==> src/pkg/ucf_params.svh <==
// Offsets, field positions, codes and reset values of the compare flag unit.
`ifndef UCF_PARAMS_SVH
`define UCF_PARAMS_SVH

`define UCF_OFF_CTRL     8'h00
`define UCF_OFF_OPA      8'h04
`define UCF_OFF_OPB      8'h08
`define UCF_OFF_FLAGS    8'h0c
`define UCF_OFF_STATUS   8'h10
`define UCF_MEM_SEL      2'h1

`define UCF_FC_WORD      8'h14
`define UCF_FC_DWORD     8'h3c
`define UCF_CTRL_REFRESH 8
`define UCF_INPUT_WORD   4'h0

`define UCF_FLAG_GT      0
`define UCF_FLAG_GE      1
`define UCF_FLAG_EQ      2
`define UCF_FLAG_LE      3
`define UCF_FLAG_LT      4
`define UCF_FLAG_NE      5
`define UCF_FLAG_FAULT   6
`define UCF_FLAG_NEG     7
`define UCF_FLAGS_RST    8'h00
`define UCF_ADDR_RST     4'h0
`define UCF_WORD_RST     16'h0000
`define UCF_BUS_RST      32'h0000_0000

`endif

==> src/pkg/ucf_pkg.sv <==
// Types shared by the compare flag unit.
package ucf_pkg;
    typedef logic [15:0] word_t;
    typedef logic [31:0] dword_t;
    typedef logic [7:0]  flags_t;
    typedef enum logic [3:0] {
        ST_IDLE  = 4'h1,
        ST_RD_LO = 4'h2,
        ST_RD_HI = 4'h4,
        ST_FIN   = 4'h8
    } seq_state_t;
endpackage

==> src/pkg/word_store_if.sv <==
// Port bundle between the compare unit and its operand word store.
`timescale 1ns/1ps
`default_nettype none
interface word_store_if #(parameter int AW = 4, parameter int DW = 16);
    logic [AW-1:0] rd_addr0;
    logic [AW-1:0] rd_addr1;
    logic [DW-1:0] rd_data0;
    logic [DW-1:0] rd_data1;
    logic          wr_en;
    logic [AW-1:0] wr_addr;
    logic [DW-1:0] wr_data;
    modport store (input rd_addr0, rd_addr1, wr_en, wr_addr, wr_data,
                   output rd_data0, rd_data1);
    modport user  (output rd_addr0, rd_addr1, wr_en, wr_addr, wr_data,
                   input rd_data0, rd_data1);
endinterface
`default_nettype wire

==> src/design/word_store.sv <==
// Operand word store with two registered read ports and one write port.
`timescale 1ns/1ps
`default_nettype none
`include "ucf_params.svh"
module word_store #(
    parameter int AW = 4,
    parameter int DW = 16
) (
    // Clock and reset
    input  wire logic hclk,
    input  wire logic hresetn,
    input  wire logic hce,
    // Access ports
    word_store_if.store port
);
    import ucf_pkg::*;

    logic [DW-1:0] mem [2**AW];
    logic [DW-1:0] rd0_reg;
    logic [DW-1:0] rd0_next;
    logic [DW-1:0] rd1_reg;
    logic [DW-1:0] rd1_next;

    // Read is before write: a read of the word being written sees the old value.
    always_comb begin
        rd0_next = mem[port.rd_addr0];
        rd1_next = mem[port.rd_addr1];
    end

    always_ff @(posedge hclk or negedge hresetn) begin
        if (!hresetn) begin
            rd0_reg <= `UCF_WORD_RST;
            rd1_reg <= `UCF_WORD_RST;
        end else if (hce) begin
            rd0_reg <= rd0_next;
            rd1_reg <= rd1_next;
        end
    end

    always_ff @(posedge hclk) begin
        if (hce && port.wr_en) begin
            mem[port.wr_addr] <= port.wr_data;
        end
    end

    assign port.rd_data0 = rd0_reg;
    assign port.rd_data1 = rd1_reg;
endmodule
`default_nettype wire

==> src/design/magnitude_compare.sv <==
// Unsigned magnitude comparator of configurable width.
`timescale 1ns/1ps
`default_nettype none
module magnitude_compare #(
    parameter int WIDTH = 32
) (
    // Operands
    input  wire logic [WIDTH-1:0] a,
    input  wire logic [WIDTH-1:0] b,
    // Ordering
    output logic                  gt,
    output logic                  eq,
    output logic                  lt
);
    always_comb begin
        gt = (a > b);
        eq = (a == b);
        lt = (a < b);
    end
endmodule
`default_nettype wire

==> src/design/unsigned_compare_flag_unit.sv <==
// Unsigned word and double-word compare unit with an AHB-Lite register slave.
`timescale 1ns/1ps
`default_nettype none
`include "ucf_params.svh"
module unsigned_compare_flag_unit #(
    parameter int AW = 4
) (
    // Clock, reset, enable
    input  wire logic          hclk,
    input  wire logic          hresetn,
    input  wire logic          hce,
    // AHB-Lite slave
    input  wire logic          hsel,
    input  wire logic [31:0]   haddr,
    input  wire logic [1:0]    htrans,
    input  wire logic          hwrite,
    input  wire logic [2:0]    hsize,
    input  wire logic [31:0]   hwdata,
    input  wire logic          hready,
    output logic               hreadyout,
    output logic               hresp,
    output logic [31:0]        hrdata,
    // Built-in input point word
    input  wire ucf_pkg::word_t ext_in_word,
    // Flags and status
    output logic               greater_flag,
    output logic               greater_equal_flag,
    output logic               equal_flag,
    output logic               less_equal_flag,
    output logic               less_flag,
    output logic               not_equal_flag,
    output logic               fault_flag,
    output logic               negative_flag,
    output logic               busy
);
    import ucf_pkg::*;

    ////////////////////////////////////////////////////////////////////////////
    // Registers and wires

    word_store_if #(.AW(AW), .DW(16)) wsp ();

    seq_state_t     st_reg, st_next;
    logic           dword_reg, dword_next;
    logic           refresh_reg, refresh_next;
    logic [AW-1:0]  opa_reg, opa_next;
    logic [AW-1:0]  opb_reg, opb_next;
    word_t          a_lo_reg, a_lo_next;
    word_t          b_lo_reg, b_lo_next;
    flags_t         flags_reg, flags_next;

    logic           dph_reg, dph_next;
    logic           dph_wr_reg, dph_wr_next;
    logic [7:0]     dph_addr_reg, dph_addr_next;
    logic           rd_pend_reg, rd_pend_next;
    logic           rd_issued_reg, rd_issued_next;
    logic [31:0]    hrdata_reg, hrdata_next;

    logic           addr_take;
    logic           wr_now;
    logic           start;
    logic           bus_mem_rd;
    logic           flag_update;
    word_t          a_lo_now, b_lo_now;
    dword_t         cmp_a, cmp_b;
    logic           cmp_gt, cmp_eq, cmp_lt;

    word_store #(.AW(AW), .DW(16)) u_store (
        .hclk    (hclk),
        .hresetn (hresetn),
        .hce     (hce),
        .port    (wsp.store)
    );

    magnitude_compare #(.WIDTH(32)) u_cmp (
        .a  (cmp_a),
        .b  (cmp_b),
        .gt (cmp_gt),
        .eq (cmp_eq),
        .lt (cmp_lt)
    );

    ////////////////////////////////////////////////////////////////////////////
    // Bus slave

    assign addr_take = hsel && htrans[1] && hready;
    assign wr_now    = dph_reg && dph_wr_reg;
    assign start     = wr_now && (dph_addr_reg == `UCF_OFF_CTRL) && (st_reg == ST_IDLE)
                       && ((hwdata[7:0] == `UCF_FC_WORD) || (hwdata[7:0] == `UCF_FC_DWORD));
    // The store's first read port is lent to the bus only while no compare runs.
    assign bus_mem_rd = rd_pend_reg && (st_reg == ST_IDLE);

    always_comb begin
        dph_next       = dph_reg;
        dph_wr_next    = dph_wr_reg;
        dph_addr_next  = dph_addr_reg;
        rd_pend_next   = rd_pend_reg;
        rd_issued_next = 1'b0;
        hrdata_next    = hrdata_reg;
        opa_next       = opa_reg;
        opb_next       = opb_reg;
        if (hreadyout) begin
            dph_next      = addr_take;
            dph_wr_next   = hwrite;
            dph_addr_next = haddr[7:0];
            if (addr_take && !hwrite) begin
                if (haddr[7:6] == `UCF_MEM_SEL) begin
                    rd_pend_next = 1'b1;
                end else begin
                    case (haddr[7:0])
                        `UCF_OFF_OPA:    hrdata_next = {{(32-AW){1'b0}}, opa_reg};
                        `UCF_OFF_OPB:    hrdata_next = {{(32-AW){1'b0}}, opb_reg};
                        `UCF_OFF_FLAGS:  hrdata_next = {24'h00_0000, flags_reg};
                        `UCF_OFF_STATUS: hrdata_next = {31'h0000_0000, busy};
                        default:         hrdata_next = `UCF_BUS_RST;
                    endcase
                end
            end
        end
        if (bus_mem_rd) begin
            rd_pend_next   = 1'b0;
            rd_issued_next = 1'b1;
        end
        if (rd_issued_reg) begin
            hrdata_next = {16'h0000, wsp.rd_data0};
        end
        if (wr_now && (st_reg == ST_IDLE)) begin
            if (dph_addr_reg == `UCF_OFF_OPA) opa_next = hwdata[AW-1:0];
            if (dph_addr_reg == `UCF_OFF_OPB) opb_next = hwdata[AW-1:0];
        end
    end

    always_ff @(posedge hclk or negedge hresetn) begin
        if (!hresetn) begin
            dph_reg       <= 1'b0;
            dph_wr_reg    <= 1'b0;
            dph_addr_reg  <= 8'h00;
            rd_pend_reg   <= 1'b0;
            rd_issued_reg <= 1'b0;
            hrdata_reg    <= `UCF_BUS_RST;
            opa_reg       <= `UCF_ADDR_RST;
            opb_reg       <= `UCF_ADDR_RST;
        end else if (hce) begin
            dph_reg       <= dph_next;
            dph_wr_reg    <= dph_wr_next;
            dph_addr_reg  <= dph_addr_next;
            rd_pend_reg   <= rd_pend_next;
            rd_issued_reg <= rd_issued_next;
            hrdata_reg    <= hrdata_next;
            opa_reg       <= opa_next;
            opb_reg       <= opb_next;
        end
    end

    assign hreadyout = !(rd_pend_reg || rd_issued_reg);
    assign hresp     = 1'b0;
    assign hrdata    = hrdata_reg;

    ////////////////////////////////////////////////////////////////////////////
    // Compare sequencer

    // Live input replaces the stored image only for the built-in input word.
    always_comb begin
        a_lo_now = wsp.rd_data0;
        b_lo_now = wsp.rd_data1;
        if (refresh_reg && (opa_reg == `UCF_INPUT_WORD)) a_lo_now = ext_in_word;
        if (refresh_reg && (opb_reg == `UCF_INPUT_WORD)) b_lo_now = ext_in_word;
    end

    assign flag_update = hce && (((st_reg == ST_RD_HI) && !dword_reg) || (st_reg == ST_FIN));

    always_comb begin
        if (st_reg == ST_FIN) begin
            cmp_a = {wsp.rd_data0, a_lo_reg};
            cmp_b = {wsp.rd_data1, b_lo_reg};
        end else begin
            cmp_a = {16'h0000, a_lo_now};
            cmp_b = {16'h0000, b_lo_now};
        end
    end

    always_comb begin
        wsp.rd_addr0 = bus_mem_rd ? dph_addr_reg[AW+1:2] : opa_reg;
        wsp.rd_addr1 = opb_reg;
        if (st_reg == ST_RD_HI) begin
            wsp.rd_addr0 = opa_reg + 1'b1;
            wsp.rd_addr1 = opb_reg + 1'b1;
        end
        // Refresh also renews the stored image; a bus write in that cycle is lost.
        wsp.wr_en   = wr_now && (dph_addr_reg[7:6] == `UCF_MEM_SEL);
        wsp.wr_addr = dph_addr_reg[AW+1:2];
        wsp.wr_data = hwdata[15:0];
        if ((st_reg == ST_RD_HI) && refresh_reg) begin
            wsp.wr_en   = 1'b1;
            wsp.wr_addr = AW'(`UCF_INPUT_WORD);
            wsp.wr_data = ext_in_word;
        end
    end

    always_comb begin
        st_next      = st_reg;
        dword_next   = dword_reg;
        refresh_next = refresh_reg;
        a_lo_next    = a_lo_reg;
        b_lo_next    = b_lo_reg;
        flags_next   = flags_reg;
        // Software may write the flags to stand in for other flag-affecting steps.
        if (wr_now && (dph_addr_reg == `UCF_OFF_FLAGS)) flags_next = hwdata[7:0];
        case (st_reg)
            ST_IDLE: begin
                if (start) begin
                    dword_next   = (hwdata[7:0] == `UCF_FC_DWORD);
                    refresh_next = (hwdata[7:0] == `UCF_FC_WORD) && hwdata[`UCF_CTRL_REFRESH];
                    st_next      = ST_RD_LO;
                end
            end
            ST_RD_LO: st_next = ST_RD_HI;
            ST_RD_HI: begin
                a_lo_next = a_lo_now;
                b_lo_next = b_lo_now;
                st_next   = dword_reg ? ST_FIN : ST_IDLE;
            end
            ST_FIN:   st_next = ST_IDLE;
            default:  st_next = ST_IDLE;
        endcase
        if (flag_update) begin
            flags_next[`UCF_FLAG_GT] = cmp_gt;
            flags_next[`UCF_FLAG_GE] = cmp_gt || cmp_eq;
            flags_next[`UCF_FLAG_EQ] = cmp_eq;
            flags_next[`UCF_FLAG_LE] = cmp_lt || cmp_eq;
            flags_next[`UCF_FLAG_LT] = cmp_lt;
            flags_next[`UCF_FLAG_NE] = !cmp_eq;
            // Fault and negative bits keep their values.
        end
    end

    always_ff @(posedge hclk or negedge hresetn) begin
        if (!hresetn) begin
            st_reg      <= ST_IDLE;
            dword_reg   <= 1'b0;
            refresh_reg <= 1'b0;
            a_lo_reg    <= `UCF_WORD_RST;
            b_lo_reg    <= `UCF_WORD_RST;
            flags_reg   <= `UCF_FLAGS_RST;
        end else if (hce) begin
            st_reg      <= st_next;
            dword_reg   <= dword_next;
            refresh_reg <= refresh_next;
            a_lo_reg    <= a_lo_next;
            b_lo_reg    <= b_lo_next;
            flags_reg   <= flags_next;
        end
    end

    assign busy               = (st_reg != ST_IDLE);
    assign greater_flag       = flags_reg[`UCF_FLAG_GT];
    assign greater_equal_flag = flags_reg[`UCF_FLAG_GE];
    assign equal_flag         = flags_reg[`UCF_FLAG_EQ];
    assign less_equal_flag    = flags_reg[`UCF_FLAG_LE];
    assign less_flag          = flags_reg[`UCF_FLAG_LT];
    assign not_equal_flag     = flags_reg[`UCF_FLAG_NE];
    assign fault_flag         = flags_reg[`UCF_FLAG_FAULT];
    assign negative_flag      = flags_reg[`UCF_FLAG_NEG];
endmodule
`default_nettype wire

==> config.mk <==
export PLATFORM = sky130hd
export DESIGN_NAME = unsigned_compare_flag_unit
export DESIGN_NICKNAME = d
export VERILOG_FILES = /design/src/pkg/ucf_pkg.sv /design/src/pkg/word_store_if.sv /design/src/design/word_store.sv /design/src/design/magnitude_compare.sv /design/src/design/unsigned_compare_flag_unit.sv
export VERILOG_INCLUDE_DIRS = /design/src /design/src/pkg
export SDC_FILE = /design/constraint.sdc
export NUM_CORES = 1
export LEC_CHECK = 0
export BUFFER_PORTS_ARGS = -buffer_cell sky130_fd_sc_hd__buf_2
export CAP_MARGIN = 0
export CELL_PAD_IN_SITES_DETAIL_PLACEMENT = 1
export CELL_PAD_IN_SITES_GLOBAL_PLACEMENT = 2
export CORE_MARGIN = 3
export CORE_UTILIZATION = 35
export DETAILED_ROUTE_END_ITERATION = 16
export PLACE_DENSITY_LB_ADDON = 0.1
export SETUP_SLACK_MARGIN = 0.05
export SLEW_MARGIN = 20
export SYNTH_ARGS = -nofsm -noshare
export SYNTH_HDL_FRONTEND = slang
export SYNTH_HIERARCHICAL = 1
export SYNTH_SLANG_ARGS = --single-unit
==> constraint.sdc <==
create_clock -name hclk -period 4.1 [get_ports hclk]
set_clock_uncertainty 0.1 [all_clocks]
set_input_delay 0.82 -clock hclk [delete_from_list [all_inputs] [get_ports hclk]]
set_output_delay 0.82 -clock hclk [all_outputs]
set_load 0.02 [all_outputs]
==> flow_summary.yaml, run 1 <==
status:
  status: "complete, no violations"
sta:
  fin_ws_ns: 0.349
  min_period_over_period_pct: 91.5
  final-hold-violation-count: 0
  relSlewSlack_pct: 37.7
  fmax_mhz: 267
  worst_pin_slew_ns: 0.934
  rsz0062_at_grt: "no"
  setup_viol: 0
  slew_viol_final: 0
  fin_crit_ns: 3.75
  finalSetupTns_ns: 0
synthesis:
  synthCells: 1285
  yosysSeqAreaShare_pct: 55.7
  ys.flop_type: "edfxtp_1"
  ys_types: 71
  ys.warnings.count: 6
  synth_edf_count: 256
  syn_area_um2: 18900
  synth_seq_cells: 370
  async_flop_share_pct: 30.8
  syn_avg_cell_area_um2: 14.7
cts:
  postCtsSetupRepairBufs: 0
  cts_max_level: 2
  root_buffer: "clkbuf_16"
  cts_resized: 0
  numCtsBuffers: 44
  hold_buffers: 0
  cts_tree: "built"
  cts_sinks: 370
  cts.clk_slew.worst_paths_ns: 0.06
  clockBufferDepth: 3
  clock_latency_ns: 0.60
grt:
  grt_pass1_wl_um: 87000
  met2_usage_pct: 34.6
  grt_max_degree: 65
  grt_usage_pct: 20.9
  grt_util_met1_pct: 29.9
  grt-ovfl-total: 0
  grt_pass1_vias: 12500
  globalRouteMet3Util_pct: 2.68
  busiest_layer: "met2"
  antenna_found_initial: 1
hold_path:
  hold_path_class: "in2async"
detailed_routing:
  drtIter0Drc: 868
  vias: 11800
  postRouteAntennaNets: 0
  drc: 0
  routed_wl_um: 59100
  routed_via_density: 5.57
  wire_per_inst_um: 28.0
  drtPass1Iterations: 5
die:
  die_w_um: 239
  core_area_um2: 53100
  io_pins: 134
  die_h_um: 239
  dieArea_um2: 56900
  num_rows: 84
  start_util_pct: 35.7
layout:
  final_common_cell: "edfxtp_1"
  diodes: 0
  largest_register_ffs: 256
  drive_gt1_share_pct: 30.4
  regMostFlops: "u_store/mem"
  num-nets-final: 1517
  area_growth_pct: 15.2
  layout_common_cells: "edfxtp_1 (256), mux4_2 (114), dfrtp_1 (113)"
critical_path:
  cp_data_arrival_time_ns: 4.06
  worstSetupStartpointType: "register"
  cp_data_required_time_ns: 4.41
  worstSetupPathType: "reg2reg"
  endpoint_kind: "register"
  worst-path-max-fanout: 16
pwr:
  p_seq_share_pct: 48.8
  p_clk_share_pct: 44.8
  p_leak_uw: 0.00781
  intPower_uw: 6470
  irDropWorstVdd_v: 0.000288
  p_sw_uw: 2040
  power_density_nw_per_um2: 390
  comb_power_share_pct: 6.5
  power_switching_share_pct: 24.0
placed_design:
  dpl.hpwl_um: 39900
  portBuffers: 72
  place_ws_ns: 0.223
  gp_congestion: 0.777
run:
  maxCapViolCount: 0
layout make-up:
type	count	area, um^2
Clock inverter	18	164
Timing Repair Buffer	144	1070
Tap cell	688	861
Inverter	42	158
Clock buffer	63	1250
Fill cell	5317	31300
Sequential cell	370	10500
Multi-Input combinational cell	788	7780
cell usage after synthesis, types with 38 or more instances:
library cell	n	area, um^2
inv_1	42	158
nand2_1	81	304
mux2i_1	70	701
a21oi_1	55	275
and2_1	38	238
mux2_2	40	450
edfxtp_1	256	7690
dfrtp_1	113	2830
mux4_2	114	2570
o21ai_0	49	245
nor2_1	90	338
stage by stage:
stage / utilization (%) / hold slack [ns] / area (um^2) / cells / total power [uW]
global placement: 38.4 / 0.346 / 20400 / 2032 / 4770
detailed placement: 38.4 / 0.352 / 20400 / 2032 / 4780
floorplan: - / 0.351 / 19000 / 1301 / 4520
finish: 41.1 / 0.272 / 21800 / 2113 / 8510
CTS: 41.1 / 0.273 / 21800 / 2113 / 8650
global route: 41.1 / 0.312 / 21800 / 2113 / 8850
logic make-up (layout without fill, tap and decap cells):
group / after synthesis / count (layout) / share of synthesized area (%)
DFF: 370 / 370 / 55.7
and+or+nand+nor: 293 / 293 / 8.14
muxes: 238 / 238 / 21.6
AOI/OAI and AO/OA: 200 / 200 / 7.50
buffers and inverters: 143 / 267 / 4.54
adders and majority gates: 36 / 36 / 2.38
xor gates and xnor gates: 4 / 4 / 0.185
other: 1 / 17 / 0.0198
worst max-delay path: stages, from the launching register on:
cell and delay [ns]:
dfrtp_1 0.40, inv_1 0.19, ha_1 0.20, nor4bb_4 0.36, buf_12 0.22, mux2i_2 0.29
a21oi_1 0.11, ha_1 0.34, nand4_1 0.25, nor4_4 0.39, a21boi_2 0.22, o31ai_2 0.09
and2_1 0.16, nor3_1 0.18, a21oi_1 0.06
path summary, 6_finish.rpt:
path,endpoint,depth (start not counted),slack (ns),from
min in group hclk,hrdata[12],2,0.36,hrdata[12]
min,u_store/port.rd_data0[1],1,0.27,hresetn
max in group asynchronous,a_lo_reg[11],2,2.85,hresetn
max reg2reg,flags_reg[3],14,0.35,opa_reg[0]
max,flags_reg[3],14,0.35,opa_reg[0]
min reg2reg,hrdata[12],2,0.36,hrdata[12]
power groups by stage:
stage	clock (uW)	sequential [uW]	combinational (uW)
final	3810	4150	552
after global routing	4090	4150	609
after CTS	3950	4150	556
after detailed placement	0	4220	553
after global placement	0	4220	549
after floorplan	0	4210	311
metal layers:
metal  share of wire, %  up-vias
met4                1.5        0
met5                  0        -
met1                 46     6250
met2                 48      245
li1                   -     5215
met3                4.4       61
(Power assumes the default switching activity.)
==> run 2, diff against run 1 <==
CORE_UTILIZATION = 44   (was 35)
GPL_ROUTABILITY_DRIVEN = 0   (was not set)
==> run 2 against run 1 <==
  * Sequential power is essentially flat
  * Die area is 20% lower
  * Worst hold slack lost 0.12 ns
  * Non-clock buffer count is 23 lower
  * Combinational power decreased by 4%
  * Sequential cell count unchanged
  * Register-to-register slack improved by 0.12 ns
==> flow_summary.yaml, run 2 (synthesis results as in run 1) <==
status:
  status: "complete, no violations"
layout:
  final_common_cell: "edfxtp_1"
  num-nets-final: 1493
  layout_common_cells: "edfxtp_1 (256), mux4_2 (114), dfrtp_1 (113)"
  regMostFlops: "u_store/mem"
  largest_register_ffs: 256
  diodes: 0
  drive_gt1_share_pct: 28.9
  area_growth_pct: 13.4
sta:
  worst_pin_slew_ns: 1.03
  fin_ws_ns: 0.468
  relSlewSlack_pct: 31.4
  fmax_mhz: 275
  slew_viol_final: 0
  rsz0062_at_grt: "no"
  finalSetupTns_ns: 0
  fin_crit_ns: 3.63
  min_period_over_period_pct: 88.6
  final-hold-violation-count: 0
  setup_viol: 0
die:
  dieArea_um2: 45600
  die_h_um: 213
  start_util_pct: 44.9
  die_w_um: 213
  num_rows: 75
  io_pins: 134
  core_area_um2: 42200
cts:
  clock_latency_ns: 0.58
  cts.clk_slew.worst_paths_ns: 0.06
  clockBufferDepth: 3
  cts_tree: "built"
  root_buffer: "clkbuf_16"
  numCtsBuffers: 43
  cts_sinks: 370
  hold_buffers: 0
  cts_max_level: 2
critical_path:
  worstSetupPathType: "reg2reg"
  cp_data_arrival_time_ns: 3.94
  worstSetupStartpointType: "register"
  worst-path-max-fanout: 16
  cp_data_required_time_ns: 4.41
  endpoint_kind: "register"
placed_design:
  portBuffers: 72
  dpl.hpwl_um: 35400
  place_ws_ns: 0.354
pwr:
  p_leak_uw: 0.00767
  power_density_nw_per_um2: 398
  irDropWorstVdd_v: 0.000400
grt:
  grt_usage_pct: 24.5
  grt-ovfl-total: 0
  grt_pass1_vias: 12200
  antenna_found_initial: 0
  grt_pass1_wl_um: 81000
  grt_max_degree: 76
hold_path:
  hold_path_class: "in2async"
detailed_routing:
  routed_wl_um: 55000
  postRouteAntennaNets: 0
  drtIter0Drc: 772
  routed_via_density: 6.07
  drtPass1Iterations: 4
  vias: 11800
  drc: 0
  wire_per_inst_um: 28.4
run:
  maxCapViolCount: 0
==> run 2: cell type report <==
| type | instances | area (um^2) |
|---|---|---|
| clock buffers | 56 | 1140 |
| repair buffers | 121 | 921 |
| multi-input cells | 788 | 7770 |
| clock inverters | 21 | 260 |
| fillers | 4060 | 20800 |
| inverters | 42 | 158 |
| well taps | 539 | 674 |
| flip-flops and latches | 370 | 10500 |
==> run 2: critical path: stages, from the launching register on <==
cell and delay, ns:
dfrtp_1 0.41, inv_2 0.14, ha_1 0.17, nor4bb_4 0.35, buf_12 0.23, mux2i_1 0.33, a21oi_1 0.12, ha_1 0.36
nand4_4 0.14, nor2_1 0.05, a221o_1 0.34, o31ai_2 0.29, a21oi_1 0.16, nor3_1 0.20, a21oi_1 0.06
==> run 2: routing by layer <==
layer  wire length [um]  part of all wire [%]  vias up  global-route usage (%)
li1                   -                     -     5169                       -
met5                  0                     0        -                       0
met4                909                   1.7        0                    4.99
met1              24300                    44     6175                    34.9
met2              26700                    49      344                    40.0
met3               3150                   5.7       66                    4.59
==> run 2: final timing paths <==
check	cells after the start	endpoint	slack, ns	from
max	14	flags_reg[1]	0.47	opa_reg[0]
min	1	dph_addr_reg[0]	0.15	hresetn
max reg2reg	14	flags_reg[1]	0.47	opa_reg[0]
min reg2reg	2	hrdata[14]	0.36	hrdata[14]
max in group asynchronous	2	u_store/port.rd_data0[11]	2.86	hresetn
min in group hclk	2	hrdata[14]	0.36	hrdata[14]
==> run 2: repair_timing <==
item                                   CTS  global route
resized for setup                        0             2
endpoints found under the hold margin    0             0
buffers inserted                         0             0
setup endpoints to repair                0             3
==> run 2: metrics by stage <==
stage,util [%],std cells,hold WS [ns],total power (uW),cell area (um^2)
3_5_place_dp,47.5,1860,0.353,4750,20100
3_3_place_gp,47.5,1860,0.346,4740,20100
5_1_grt,50.8,1937,0.179,8880,21500
2_1_floorplan,-,1301,0.351,4520,19000
4_1_cts,50.8,1937,0.163,8650,21500
6_report,50.8,1937,0.155,8560,21500
==> run 2: power by group <==
part,switching [uW],internal [uW]
Sequential,80.2,4070
Clock,1580,2300
Combinational,345,186
Total,2010,6550
